===== config.mk =====
export PLATFORM = sky130hd
export DESIGN_NAME = lscr_regs
export DESIGN_NICKNAME = d
export VERILOG_FILES = /design/src/lscr_pkg.sv /design/src/lscr_sink_if.sv /design/src/lscr_regs.sv /design/src/lscr_sink_timer.sv
export SDC_FILE = /design/constraint.sdc
export NUM_CORES = 1
export LEC_CHECK = 0
export ABC_AREA = 0
export BUFFER_PORTS_ARGS = -buffer_cell sky130_fd_sc_hd__buf_2
export CAP_MARGIN = 0
export CORE_MARGIN = 5
export CORE_UTILIZATION = 29
export DETAILED_ROUTE_END_ITERATION = 7
export HOLD_SLACK_MARGIN = 0.05
export PLACE_DENSITY = 0.45
export SLEW_MARGIN = 10
export SYNTH_ARGS = -nofsm -noshare
export SYNTH_HDL_FRONTEND = slang
export SYNTH_SLANG_ARGS = --single-unit

===== constraint.sdc =====
create_clock -name sys_clk -period 2.4 [get_ports sys_clk]
set_clock_uncertainty 0.1 [all_clocks]
set_input_delay 0.36 -clock sys_clk [delete_from_list [all_inputs] [get_ports sys_clk]]
set_output_delay 0.36 -clock sys_clk [all_outputs]
set_load 0.01 [all_outputs]

===== src/lscr_pkg.sv =====
package lscr_pkg;
  // register offsets on the serial control port
  localparam logic [7:0] DarkMaxOffset     = 8'h0D;
  localparam logic [7:0] DarkDimOffset     = 8'h0E;
  localparam logic [7:0] FadeLawOffset     = 8'h0F;
  localparam logic [7:0] SinkEnableOffset  = 8'h10;
  localparam logic [7:0] SinkTimeOnOffset  = 8'h11;
  localparam logic [7:0] SinkTimeLowOffset = 8'h12;
  localparam int         CodeWidth         = 7;
  localparam int         NumSinks          = 7;
  localparam logic [7:0] CodeMask          = 8'h7F;
  localparam logic [7:0] LawMask           = 8'h03;
  localparam logic [7:0] SinkMask          = 8'h7F;
  localparam logic [7:0] ResetValue        = 8'h00;
  localparam logic [6:0] CodeZero          = 7'h00;
  localparam logic [6:0] CodeFull          = 7'h7F;
  // on/off interval in units of 0.2 s, clock 25 MHz
  localparam int         ClockHz           = 25000000;
  localparam int         TickMs            = 200;
  localparam int         TickCycles        = ClockHz / 1000 * TickMs;
  localparam logic [1:0] OffDisabled       = 2'h0;
  typedef enum logic [1:0] {
    LSCR_LIN_LIN, LSCR_SQ_LIN, LSCR_SQ_CUBIC_A, LSCR_SQ_CUBIC_B
  } lscr_law_t;
  typedef enum logic {LSCR_DAC_LINEAR, LSCR_DAC_SQUARE} lscr_dac_t;
  typedef enum logic [1:0] {LSCR_STEP_LINEAR, LSCR_STEP_CUBIC_A, LSCR_STEP_CUBIC_B} lscr_step_t;
endpackage


===== src/lscr_sink_if.sv =====
`timescale 1ns/1ps
interface lscr_sink_if;
  logic       enable;
  logic       restart;
  logic       tick;
  logic [1:0] onSel;
  logic [1:0] offSel;
  logic       sinkOn;
  modport ctrl (output enable, output restart, output tick, output onSel, output offSel,
                input sinkOn);
  modport timer (input enable, input restart, input tick, input onSel, input offSel,
                 output sinkOn);
endinterface


===== src/lscr_regs.sv =====
`timescale 1ns/1ps
module lscr_regs (
  // clock and reset
  input  wire logic                          sys_clk,
  input  wire logic                          rst_n,
  // register port from the serial interface
  input  wire logic                          wrStrobe,
  input  wire logic                          rdStrobe,
  input  wire logic [7:0]                    regAddr,
  input  wire logic [7:0]                    wrData,
  output logic      [7:0]                    rdData,
  output logic                               rdValid,
  // backlight state from elsewhere
  input  wire logic                          darkAmbient,
  input  wire logic                          dimFlag,
  input  wire logic                          dimTimeout,
  // current and fade outputs
  output logic      [lscr_pkg::CodeWidth-1:0] darkCode,
  output logic                               darkDacSquare,
  output logic                               sinkDacSquare,
  output logic      [1:0]                    sinkStepProfile,
  output logic      [lscr_pkg::NumSinks-1:0] sinkOn
);
  import lscr_pkg::*;

  typedef struct packed {
    logic [6:0]  darkMax;
    logic [6:0]  darkDim;
    logic [1:0]  fadeLaw;
    logic [6:0]  sinkEnable;
    logic [7:0]  sinkTimeOn;
    logic [7:0]  sinkTimeLow;
    logic [7:0]  rdData;
    logic        rdValid;
    logic [6:0]  darkCode;
    logic        sinkSquare;
    logic [1:0]  stepProfile;
    logic [6:0]  restart;
    logic [$clog2(TickCycles)-1:0] tickCount;
    logic        tick;
    logic        dimSync1;
    logic        dimSync2;
    logic        toSync1;
    logic        toSync2;
    logic        darkSync1;
    logic        darkSync2;
    logic [NumSinks-1:0] sinkOut;
  } lscr_state_t;

  lscr_state_t cur, next_cur;
  logic [NumSinks-1:0] timerOut;
  logic [13:0] offFields;

  // 2-bit off-interval field per sink, sink 1 in the lowest pair
  assign offFields = {cur.sinkTimeOn[5:0], cur.sinkTimeLow};

  always_comb begin
    next_cur = cur;
    next_cur.rdValid = 1'b0;
    next_cur.restart = 7'h00;
    next_cur.tick = 1'b0;
    next_cur.dimSync1 = dimFlag;
    next_cur.dimSync2 = cur.dimSync1;
    next_cur.toSync1 = dimTimeout;
    next_cur.toSync2 = cur.toSync1;
    next_cur.darkSync1 = darkAmbient;
    next_cur.darkSync2 = cur.darkSync1;
    next_cur.sinkOut = timerOut;
    if (cur.tickCount == $bits(cur.tickCount)'(TickCycles - 1)) begin
      next_cur.tickCount = '0;
      next_cur.tick = 1'b1;
    end else next_cur.tickCount = cur.tickCount + 1'b1;
    if (wrStrobe) begin
      case (regAddr)
        DarkMaxOffset:     next_cur.darkMax = wrData[6:0];
        DarkDimOffset:     next_cur.darkDim = wrData[6:0];
        FadeLawOffset:     next_cur.fadeLaw = wrData[1:0];
        SinkEnableOffset: begin
          next_cur.sinkEnable = wrData[6:0];
          // newly enabled sinks start their sequence together
          next_cur.restart = wrData[6:0] & ~cur.sinkEnable;
        end
        SinkTimeOnOffset:  next_cur.sinkTimeOn = wrData;
        SinkTimeLowOffset: next_cur.sinkTimeLow = wrData;
        default: ;
      endcase
    end
    if (rdStrobe) begin
      next_cur.rdValid = 1'b1;
      case (regAddr)
        DarkMaxOffset:     next_cur.rdData = {1'b0, cur.darkMax};
        DarkDimOffset:     next_cur.rdData = {1'b0, cur.darkDim};
        FadeLawOffset:     next_cur.rdData = {6'h00, cur.fadeLaw};
        SinkEnableOffset:  next_cur.rdData = {1'b0, cur.sinkEnable};
        SinkTimeOnOffset:  next_cur.rdData = cur.sinkTimeOn;
        SinkTimeLowOffset: next_cur.rdData = cur.sinkTimeLow;
        default:           next_cur.rdData = ResetValue;
      endcase
    end
    // dim code wins on user flag or timeout while darkAmbient is set; only the dark level lives here
    if (cur.darkSync2 && (cur.dimSync2 || cur.toSync2))
      next_cur.darkCode = cur.darkDim;
    else
      next_cur.darkCode = cur.darkMax;
    next_cur.sinkSquare = (lscr_law_t'(cur.fadeLaw) != LSCR_LIN_LIN);
    case (lscr_law_t'(cur.fadeLaw))
      LSCR_SQ_CUBIC_A: next_cur.stepProfile = LSCR_STEP_CUBIC_A;
      LSCR_SQ_CUBIC_B: next_cur.stepProfile = LSCR_STEP_CUBIC_B;
      default:         next_cur.stepProfile = LSCR_STEP_LINEAR;
    endcase
  end

  always_ff @(posedge sys_clk or negedge rst_n) begin
    if (!rst_n) next_reset: cur <= '0;
    else cur <= next_cur;
  end

  genvar n;
  generate
    for (n = 0; n < NumSinks; n++) begin : g_sink
      lscr_sink_if sinkBus ();
      assign sinkBus.enable = cur.sinkEnable[n];
      assign sinkBus.restart = cur.restart[n];
      assign sinkBus.tick = cur.tick;
      assign sinkBus.onSel = cur.sinkTimeOn[7:6];
      assign sinkBus.offSel = offFields[2*n+1:2*n];
      assign timerOut[n] = sinkBus.sinkOn;
      lscr_sink_timer u_timer (
        .sysClk (sys_clk),
        .rst_n  (rst_n),
        .sink   (sinkBus)
      );
    end
  endgenerate

  assign sinkOn = cur.sinkOut;
  assign rdData = cur.rdData;
  assign rdValid = cur.rdValid;
  assign darkCode = cur.darkCode;
  assign darkDacSquare = cur.sinkSquare;
  assign sinkDacSquare = cur.sinkSquare;
  assign sinkStepProfile = cur.stepProfile;
endmodule // lscr_regs


===== src/lscr_sink_timer.sv =====
`timescale 1ns/1ps
module lscr_sink_timer (
  // clock and reset
  input wire logic  sysClk,
  input wire logic  rst_n,
  // control
  lscr_sink_if.timer sink
);
  import lscr_pkg::*;
  typedef enum logic {LSCR_ON, LSCR_OFF} lscr_phase_t;
  typedef struct packed {
    lscr_phase_t phase;
    logic [3:0]  count;
    logic        out;
  } lscr_tmr_t;
  lscr_tmr_t cur, next_cur;
  logic [3:0] onTicks, offTicks;

  always_comb begin
    case (sink.onSel)
      2'h0:    onTicks = 4'h1;
      2'h1:    onTicks = 4'h3;
      2'h2:    onTicks = 4'h4;
      default: onTicks = 4'h6;
    endcase
    offTicks = {1'b0, sink.offSel, 1'b0} + {2'h0, sink.offSel};
    next_cur = cur;
    if (!sink.enable || sink.restart) begin
      next_cur.phase = LSCR_ON;
      next_cur.count = 4'h0;
    end else if (sink.offSel == OffDisabled) begin
      next_cur.phase = LSCR_ON;
      next_cur.count = 4'h0;
    end else if (sink.tick) begin
      case (cur.phase)
        LSCR_ON: begin
          if (cur.count + 4'h1 >= onTicks) begin
            next_cur.phase = LSCR_OFF;
            next_cur.count = 4'h0;
          end else next_cur.count = cur.count + 4'h1;
        end
        LSCR_OFF: begin
          if (cur.count + 4'h1 >= offTicks) begin
            next_cur.phase = LSCR_ON;
            next_cur.count = 4'h0;
          end else next_cur.count = cur.count + 4'h1;
        end
        default: next_cur.phase = LSCR_ON;
      endcase
    end
    next_cur.out = sink.enable && (next_cur.phase == LSCR_ON);
  end

  always_ff @(posedge sysClk or negedge rst_n) begin
    if (!rst_n) cur <= '{phase: LSCR_ON, count: 4'h0, out: 1'b0};
    else cur <= next_cur;
  end
  assign sink.sinkOn = cur.out;
endmodule // lscr_sink_timer


* After elaboration in Yosys (flattened, before gate mapping)
Index checks and enable logic that the tools add are counted.
Storage, ports and cells: register bits 144, input port bits 23, output and inout port bits 27, logic and storage cells 208
Operators by class: $add $sub $neg 15, order comparisons 14, eq/ne operators 11, muxes and demuxes 65, bitwise logic cells 16, reductions and logical operators 45
Operator list (count):
- $mux W5 | 21
- $pmux W5 S2 | 7
- $mux W4 | 14
- $pmux W8 S6 | 1
- $ge A4 B4 Y1 | 11
- $add A3 B2 Y4 | 7
- $add A4 B1 Y4 const B | 7
- $eq A8 B4 Y1 const B | 3
- $eq A8 B5 Y1 const B | 3
- $add A23 B1 Y23 const B | 1
- $eq A23 B23 Y1 const B | 1
- $mux W23 | 1
- $mux W7 | 3
- $reduce_bool A3 Y1 | 7
- $logic_not A2 Y1 | 8
- $mux W1 | 16
- $not A1 Y1 | 14
- $ge A4 B3 Y1 | 3
- $reduce_and A2 Y1 | 6
- $pmux W3 S3 | 1
- $logic_and A1 B1 Y1 | 8
- $logic_or A1 B1 Y1 | 8
- $and A7 B7 Y7 | 1
- $logic_not A1 Y1 | 7
- 5 further kinds | 7

* Depth between registers and ports, before layout
Gate-level depths: netlist of run 1.
depth in word-level cells 10, gate-level depth with buffers 9

* Modules after synthesis
From an unflattened synthesis of run 1, not the netlist that was laid out.
Unflattened totals: cells, all modules 768, area, all modules 8429.3 um2
By module, submodules not included:
- lscr_regs | instances 1, cells an instance 348, area an instance 4461.8 um2, seq. area each 2552.4 um2
- lscr_sink_timer | instances 7, cells an instance 60, area an instance 566.8 um2, seq. area each 150.1 um2

* Least setup slack after synthesis of run 1
No wires, ideal clock.
path type register -> register, start point register g_sink[3].u_timer.cur[1] in the netlist's numbering, end point register g_sink[3].u_timer.cur[1] in the netlist's numbering, setup time 0.065 ns, arrival time 2.032 ns, data required time 2.235 ns, path slack 0.203 ns, cell stages (with the launch flop) 8, clock period less this slack 2.197 ns, cells stage by stage dfrtp_1 > ha_1 > ha_1 > or3b_1 > a21oi_1 > a21oi_1 > a2111oi_2 > o21a_1
On the way: cells in the longest elaborated chain, start to end 7, elaborated cells between the ends (all ways) 9, those cells by class add/sub (1); order compare (2); mux (6)
RTL lines:
- start, declared | line lscr_sink_timer.sv:16 | lscr_tmr_t cur, next_cur;
- start signal, assigned | line lscr_sink_timer.sv:55 | if (!rst_n) cur <= '{phase: LSCR_ON, count: 4'h0, out: 1'b0};
- start signal, assigned | line lscr_sink_timer.sv:56 | else cur <= next_cur;
- $add A4 B1 Y4 (*)
- $ge A4 B4 Y1 (on tied branches) | line lscr_sink_timer.sv:43, lscr_sink_timer.sv:37
- $mux W4 (on tied branches) | line lscr_sink_timer.sv:43, lscr_sink_timer.sv:37
- $pmux W5 S2 (*) | line lscr_sink_timer.sv:35 | case (cur.phase)
- $mux W5 (*) | line lscr_sink_timer.sv:34 | end else if (sink.tick) begin
- $mux W5 (*) | line lscr_sink_timer.sv:31 | end else if (sink.offSel == OffDisabled) begin
- $mux W5 (*) | line lscr_sink_timer.sv:28 | if (!sink.enable || sink.restart) begin
Mark *: on every way between the ends. The rest lies on a longest branch, timed or not. The select of a mux whose other input is x is not followed. A chain may end at the register's enable or synchronous reset.

* Worst setup path in the final report of run 1
start point register cur[71] in the netlist's numbering, end point register g_sink[4].u_timer.cur[2] in the netlist's numbering
On the way: cells in the longest elaborated chain, start to end 7, elaborated cells between the ends (all ways) 9, those cells by class add/sub (1); order compare (1); mux (5); reduce/logical (2)
RTL lines:
- start, declared | line lscr_regs.sv:50 | lscr_state_t cur, next_cur;
- start signal, assigned | line lscr_regs.sv:115 | else cur <= next_cur;
- $add A3 B2 Y4 | line lscr_sink_timer.sv:26 | offTicks = {1'b0, sink.offSel, 1'b0} + {2'h0, sink.offSel};
- $ge A4 B4 Y1 | line lscr_sink_timer.sv:43 | if (cur.count + 4'h1 >= offTicks) begin
- $mux W4 | line lscr_sink_timer.sv:43
- $pmux W5 S2 | line lscr_sink_timer.sv:35
- $mux W5 | line lscr_sink_timer.sv:34
- $mux W5 | line lscr_sink_timer.sv:31
- $mux W5 | line lscr_sink_timer.sv:28
- end signal, assigned | line lscr_sink_timer.sv:55
- end signal, assigned | line lscr_sink_timer.sv:56
- end, declared | line lscr_sink_timer.sv:16
Parallel ways exist; a longest one is shown, timed or not. The select of a mux whose other input is x is not followed.

==> impl_metrics.tcl, run 1 <==
set metrics [dict create \
    grt_max_degree 50 \
    fin_nets 948 \
    ys_types 69 \
    cp_max_fo 3 \
    ios 50 \
    powerDensity_mw_per_mm2 584 \
    hold_ws_ns 0.108 \
    setup_viol 0 \
    wirelength_um 19100 \
    viasPerCell 4.66 \
    synth.area.top_cells "dfrtp_1, ha_1, mux2_2" \
    finalNonFillerCells 1238 \
    pwr-share-clk_pct 47.4 \
    power_uw 5720 \
    synth_xor_area_share_pct 3.40 \
    grt_pass1_vias 6031 \
    cp-start-kind "register" \
    hp-class "input port to register" \
    synth_compound_area_share_pct 12.6 \
    wire_per_inst_um 15.5 \
    tightest_slew_ns 0.704 \
    rsz0062_at_grt "true" \
    drt-pass1-iter-count 4 \
    placedCellCount 1200 \
    power_switching_uw 1450 \
    initial_core_util_pct 29.5 \
    yosysSeqAreaShare_pct 43.7 \
    cts_buffer_depth 2 \
    place_hpwl_um 14100 \
    power_frac_seq_pct 44.3 \
    r2r_setup_slack_ns 0.07 \
    grt.total_usage_pct 12.7 \
    coreArea_mm2 0.0279 \
    fin_util_pct 35.1 \
    remaining_drc_errors 0 \
    p_leak_uw 0.00456 \
    crit_path_end_kind "register" \
    clk_latency_ns 0.44 \
    io_buffers 49 \
    place_area_mm2 0.00904 \
    synthArstFlopShare_pct 100 \
    antennaDiodeCount 0 \
    clock_sinks 144 \
    synth-seq-cells 144 \
    gp_congestion 0.820 \
    drv_cap 0 \
    synth_nets 875 \
    fillers 2840 \
    fmax_mhz 428 \
    root_buffer "clkbuf_16" \
    hold_viol 0 \
    synthSimpleGateAreaFrac_pct 16.6 \
    relSlewSlack_pct 52.8 \
    finish.instance_area_mm2 0.00980 \
    worstSetupPathType "register to register" \
    ys_warn_count 0 \
    synth_ff_type "dfrtp_1" \
    syn_inst 774 \
    syn_area_per_cell_um2 10.7 \
    grt_overflow 0 \
    drt_iter0_drc 261 \
    yosys.area_share.adder_pct 11.8 \
    synthMuxAreaShare_pct 6.22 \
    clk_pin_slew_ns 0.07 \
    internal-power_uw 4270 \
    synth_top_cell_area_share_pct 43.7 \
    num_vias 5769 \
    finalCriticalPeriod_ns 2.33 \
    drive_above_1_share_pct 24.7 \
    syn_area_mm2 0.00825 \
    grt_pass1_wl_um 31900 \
    outcome "finished clean" \
    antenna_found_initial 0 \
    synth_area_leader_cell "dfrtp_1" \
    rows 61 \
    crit_arrival_ns 2.60 \
    peakVddDrop_mv 0.524 \
    sw_frac_of_total_pct 25.3 \
    syn2layout_area_growth_pct 18.7 \
    synth_edf_count 0 \
    fp.dieH_um 179 \
    p_comb_share_pct 8.4 \
    dieArea_mm2 0.0319 \
    die_w_um 179 \
    finalMaxSlewViolations 0 \
    fin_crit_sh_pct 97.3 \
    drtAntennaViolNets 0 \
    htreeDepth 4 \
    cts_tree "yes" \
    synth_top_family_by_area "simple AND/OR/NAND/NOR gates" \
    numCtsBuffers 17 \
    required_ns 2.66 \
]
-- repair_timing --
action / CTS / global route
hold buffers: 4 / 0
setup endpoints to repair: 2 / 16
endpoints found under the hold margin: 46 / 0
cloned: 0 / 0
gates resized for setup: 3 / 19
pin swaps: 1 / 3
setup buffers: 0 / 2
-- worst paths after layout --
path	endpoint	start	cells past startpoint
setup / recovery	g_sink[4].u_timer.cur[2]	cur[71]	8
hold / removal	cur[78]	wrData[7]	3
setup reg to reg	g_sink[4].u_timer.cur[2]	cur[71]	8
hold reg to reg	cur[9]	cur[10]	0
max in group asynchronous	g_sink[3].u_timer.cur[1]	rst_n	3
min in group asynchronous	g_sink[3].u_timer.sink.sinkOn	rst_n	2
-- cell usage after synthesis (5+ instances only) --
master / number
buf_4: 25
and3_1: 7
nand3_1: 27
o21ai_0: 24
nand2b_1: 14
nor2_1: 34
xnor2_1: 13
clkbuf_1: 5
nor2b_1: 25
and2_1: 6
ha_1: 78
nor3_1: 12
mux2_2: 38
buf_2: 8
o31a_1: 5
a22oi_1: 7
a2111oi_0: 5
nand3b_1: 5
a211oi_1: 5
nor3b_1: 18
inv_1: 52
nand2_1: 54
xor2_1: 19
dfrtp_1: 144
a21oi_1: 27
or3b_2: 6
o21a_1: 21
o31ai_1: 5
-- cell usage in the layout (no fill, tap or decap), types with 23 or more instances in the layout --
cell	instances
a21oi_1	23
nor2b_1	25
dfrtp_1	143
buf_2	48
buf_4	41
nand3_1	27
mux2_2	38
nand2_1	54
o21ai_0	24
ha_1	75
inv_1	51
nor2_1	32
-- power groups by stage --
stage | sequential (uW) | combinational, uW | clock (uW)
after floorplan | 2570 | 257 | 0
after global placement | 2580 | 470 | 0
after detailed placement | 2580 | 469 | 0
after CTS | 2530 | 477 | 2800
after global routing | 2540 | 545 | 2900
final | 2530 | 478 | 2710
-- layer usage --
layer  routed length [um]  track usage, %  share of wire, %
met1                 9320            17.4                49
met2                 9100            20.4                48
met3                  509            2.72               2.7
met4                  209            3.68               1.1
met5                    0               0                 0
-- sequential cells by signal (all words and copies together) (netlist names) --
name,count
rdData,8
sinkStepProfile,2
rdValid,1
sinkOn,7
g_sink.u_timer.sink.sinkOn,7
g_sink.u_timer.cur,35
darkDacSquare,1
g_sink.sinkBus.tick,1
darkCode,7
cur,75
-- logic make-up (layout without fill, tap and decap cells) --
family | Yosys count | count (layout)
mux | 45 | 45
buf+inv | 95 | 181
compound gates | 140 | 140
fa+ha+maj | 78 | 78
flops | 144 | 144
xor+xnor | 32 | 32
simple gates | 240 | 240
-- area by class of cell --
cell class / instances / area [um^2] / area share, %
tap: 378 / 473 / 4.83
clock inverter: 14 / 155 / 1.58
multi-input combinational: 535 / 4290 / 43.8
sequential: 144 / 3600 / 36.8
inverter: 53 / 199 / 2.03
timing repair buffer: 96 / 639 / 6.53
clock buffer: 18 / 439 / 4.48
-- critical path, stage by stage (launching register included) --
cell	delay [ns]
dfrtp_1	0.37
inv_1	0.08
ha_1	0.27
inv_1	0.04
ha_1	0.31
a2111oi_4	0.44
nor3b_2	0.11
or3_1	0.39
a21oi_2	0.15
-- through the flow --
stage | setup slack, ns | TNS, ns
2_1_floorplan | 0.203 | 0
6_report | 0.0653 | 0
5_1_grt | -0.0288 | -0.0454
3_5_place_dp | -0.00240 | -0.00240
3_3_place_gp | 0.0226 | 0
4_1_cts | 0.00545 | 0
Note: power is estimated with default switching activity, not from simulation.
==> run 2: changes to the inputs <==
--- a/config.mk
+++ b/config.mk
@@ -8,11 +8,13 @@
 export ABC_AREA = 0
 export BUFFER_PORTS_ARGS = -buffer_cell sky130_fd_sc_hd__buf_2
 export CAP_MARGIN = 0
+export CELL_PAD_IN_SITES_DETAIL_PLACEMENT = 1
+export CELL_PAD_IN_SITES_GLOBAL_PLACEMENT = 1
 export CORE_MARGIN = 5
 export CORE_UTILIZATION = 29
 export DETAILED_ROUTE_END_ITERATION = 7
 export HOLD_SLACK_MARGIN = 0.05
-export PLACE_DENSITY = 0.45
+export PLACE_DENSITY = 0.53
 export SLEW_MARGIN = 10
 export SYNTH_ARGS = -nofsm -noshare
 export SYNTH_HDL_FRONTEND = slang
==> run 2 against run 1 <==
  * Final area is 2.4% higher
  * Clock power is essentially flat
  * Sequential power about the same
  * Routed wire length is 8.9% higher
  * Count of clock-buffer cells in the layout increased by 1
  * Sequential share of layout area shrank 0.84 points
  * Critical endpoint unchanged
  * Largest cell class unchanged
  * Largest power group unchanged
==> impl_metrics.tcl, run 2 (synthesis results as in run 1) <==
set metrics [dict create \
    outcome "finished clean" \
    cts_buffer_depth 2 \
    rows 61 \
    drt_iter0_drc 191 \
    crit_arrival_ns 2.60 \
    ios 50 \
    drtAntennaViolNets 0 \
    drive_above_1_share_pct 28.0 \
    worstSetupPathType "register to register" \
    hp-class "input port to register" \
    grt_overflow 0 \
    p_leak_uw 0.00466 \
    initial_core_util_pct 29.5 \
    peakVddDrop_mv 0.423 \
    viasPerCell 4.76 \
    worstHoldStart "wrData[7]" \
    fin_crit_sh_pct 97.7 \
    relSlewSlack_pct 58.2 \
    powerDensity_mw_per_mm2 569 \
    layout_commonest_cell "dfrtp_1" \
    clk_latency_ns 0.43 \
    finalMaxSlewViolations 0 \
    fillers 3158 \
    fin_util_pct 35.9 \
    regArea_mm2 0.00361 \
    cp_max_fo 4 \
    wirelength_um 20800 \
    grt_pass1_wl_um 33700 \
    antenna_found_initial 0 \
    drt-pass1-iter-count 4 \
    remaining_drc_errors 0 \
    syn2layout_area_growth_pct 21.6 \
    crit_path_end_kind "register" \
    wire_per_inst_um 16.6 \
    drv_cap 0 \
    required_ns 2.66 \
    die_w_um 179 \
    dieArea_mm2 0.0319 \
    cp-startpoint "g_sink[4].u_timer.cur[1]" \
    coreArea_mm2 0.0279 \
    numCtsBuffers 17 \
    r2r_setup_slack_ns 0.06 \
    cp-start-kind "register" \
    hold_viol 0 \
    clock_sinks 144 \
    htreeDepth 4 \
    fp.dieH_um 179 \
    io_buffers 49 \
    r2r-start "g_sink[4].u_timer.cur[1]" \
    clk_pin_slew_ns 0.07 \
    place_hpwl_um 15400 \
    finalCriticalPeriod_ns 2.34 \
    multi_input_area_mm2 0.00440 \
    grt_max_degree 48 \
    root_buffer "clkbuf_16" \
    rr_worst_depth 8 \
    hold_depth 3 \
    power_uw 5710 \
    fin_nets 963 \
    largest-register "cur" \
    largest_reg_flops 75 \
    tightest_slew_ns 0.626 \
    final_cell_mix "dfrtp_1, ha_1, buf_4" \
    antennaDiodeCount 0 \
    grt_pass1_vias 6257 \
    cts_tree "yes" \
    num_vias 5964 \
    fmax_mhz 427 \
    grt.total_usage_pct 13.5 \
    gp_congestion 0.795 \
    setup_viol 0 \
]
[run 2: changes by cell type in the layout (fill, tap and decap cells not counted), sizes merged]
cell / delta
bufinv: -1
buf: +15
clkinvlp: -3
clkinv: +1
clkbuf: +1
inv: +2
[run 2: timing repair]
action                                 4_1_cts  5_1_grt
buffers inserted                             0        7
resized for setup                            5       41
setup endpoints to repair                    5       18
endpoints found under the hold margin       98        0
hold buffers                                 4        0
pin swaps                                    1       10
[run 2: path summary, 6_finish.rpt]
check                                            to
max                        g_sink[4].u_timer.cur[2]
max reg2reg                g_sink[4].u_timer.cur[2]
min                                         cur[78]
min reg2reg                               sinkOn[2]
min in group asynchronous                 sinkOn[3]
max in group asynchronous  g_sink[6].u_timer.cur[1]
[run 2: area by class of cell]
type | instances | area share, %
clock buffer | 19 | 4.41
clock inverter | 13 | 1.47
inverter | 53 | 1.98
multi-input combinational | 535 | 43.8
sequential | 144 | 36.0
tap | 378 | 4.71
timing repair buffer | 111 | 7.62
[run 2: through the flow]
stage / cells / instance area (um^2) / setup WS, ns / setup TNS, ns / hold slack, ns
after floorplan: 774 / 8250 / 0.203 / 0 / -0.0356
after global placement: 1210 / 9110 / 0.00900 / 0 / 0.160
after detailed placement: 1210 / 9110 / -0.0563 / -0.0563 / 0.158
after CTS: 1246 / 9770 / 0.000906 / 0 / 0.0875
after global routing: 1253 / 10000 / -0.0131 / -0.0218 / 0.0983
final: 1253 / 10000 / 0.0562 / 0 / 0.0981
[run 2: per-layer routing]
metal  vias to the layer above  share of wire, %  GRT usage [%]
met5                         -                 0              0
met4                         0               1.2           3.93
met3                        19               2.0           2.19
met2                        49                48           21.9
met1                      3009                49           18.6
li1                       2887                 -              -
[run 2: power breakdown]
part	total [uW]	switching (uW)	internal, uW
Sequential	2530	40.3	2490
Combinational	502	283	219
Clock	2680	1180	1500
[run 2: critical path, stage by stage (launching register included)]
cell and delay [ns]:
dfrtp_2 0.44, buf_12 0.14, ha_4 0.24, ha_2 0.18
or3b_4 0.38, a21oi_4 0.19, a21oi_4 0.08, or3_4 0.39
a21oi_2 0.12
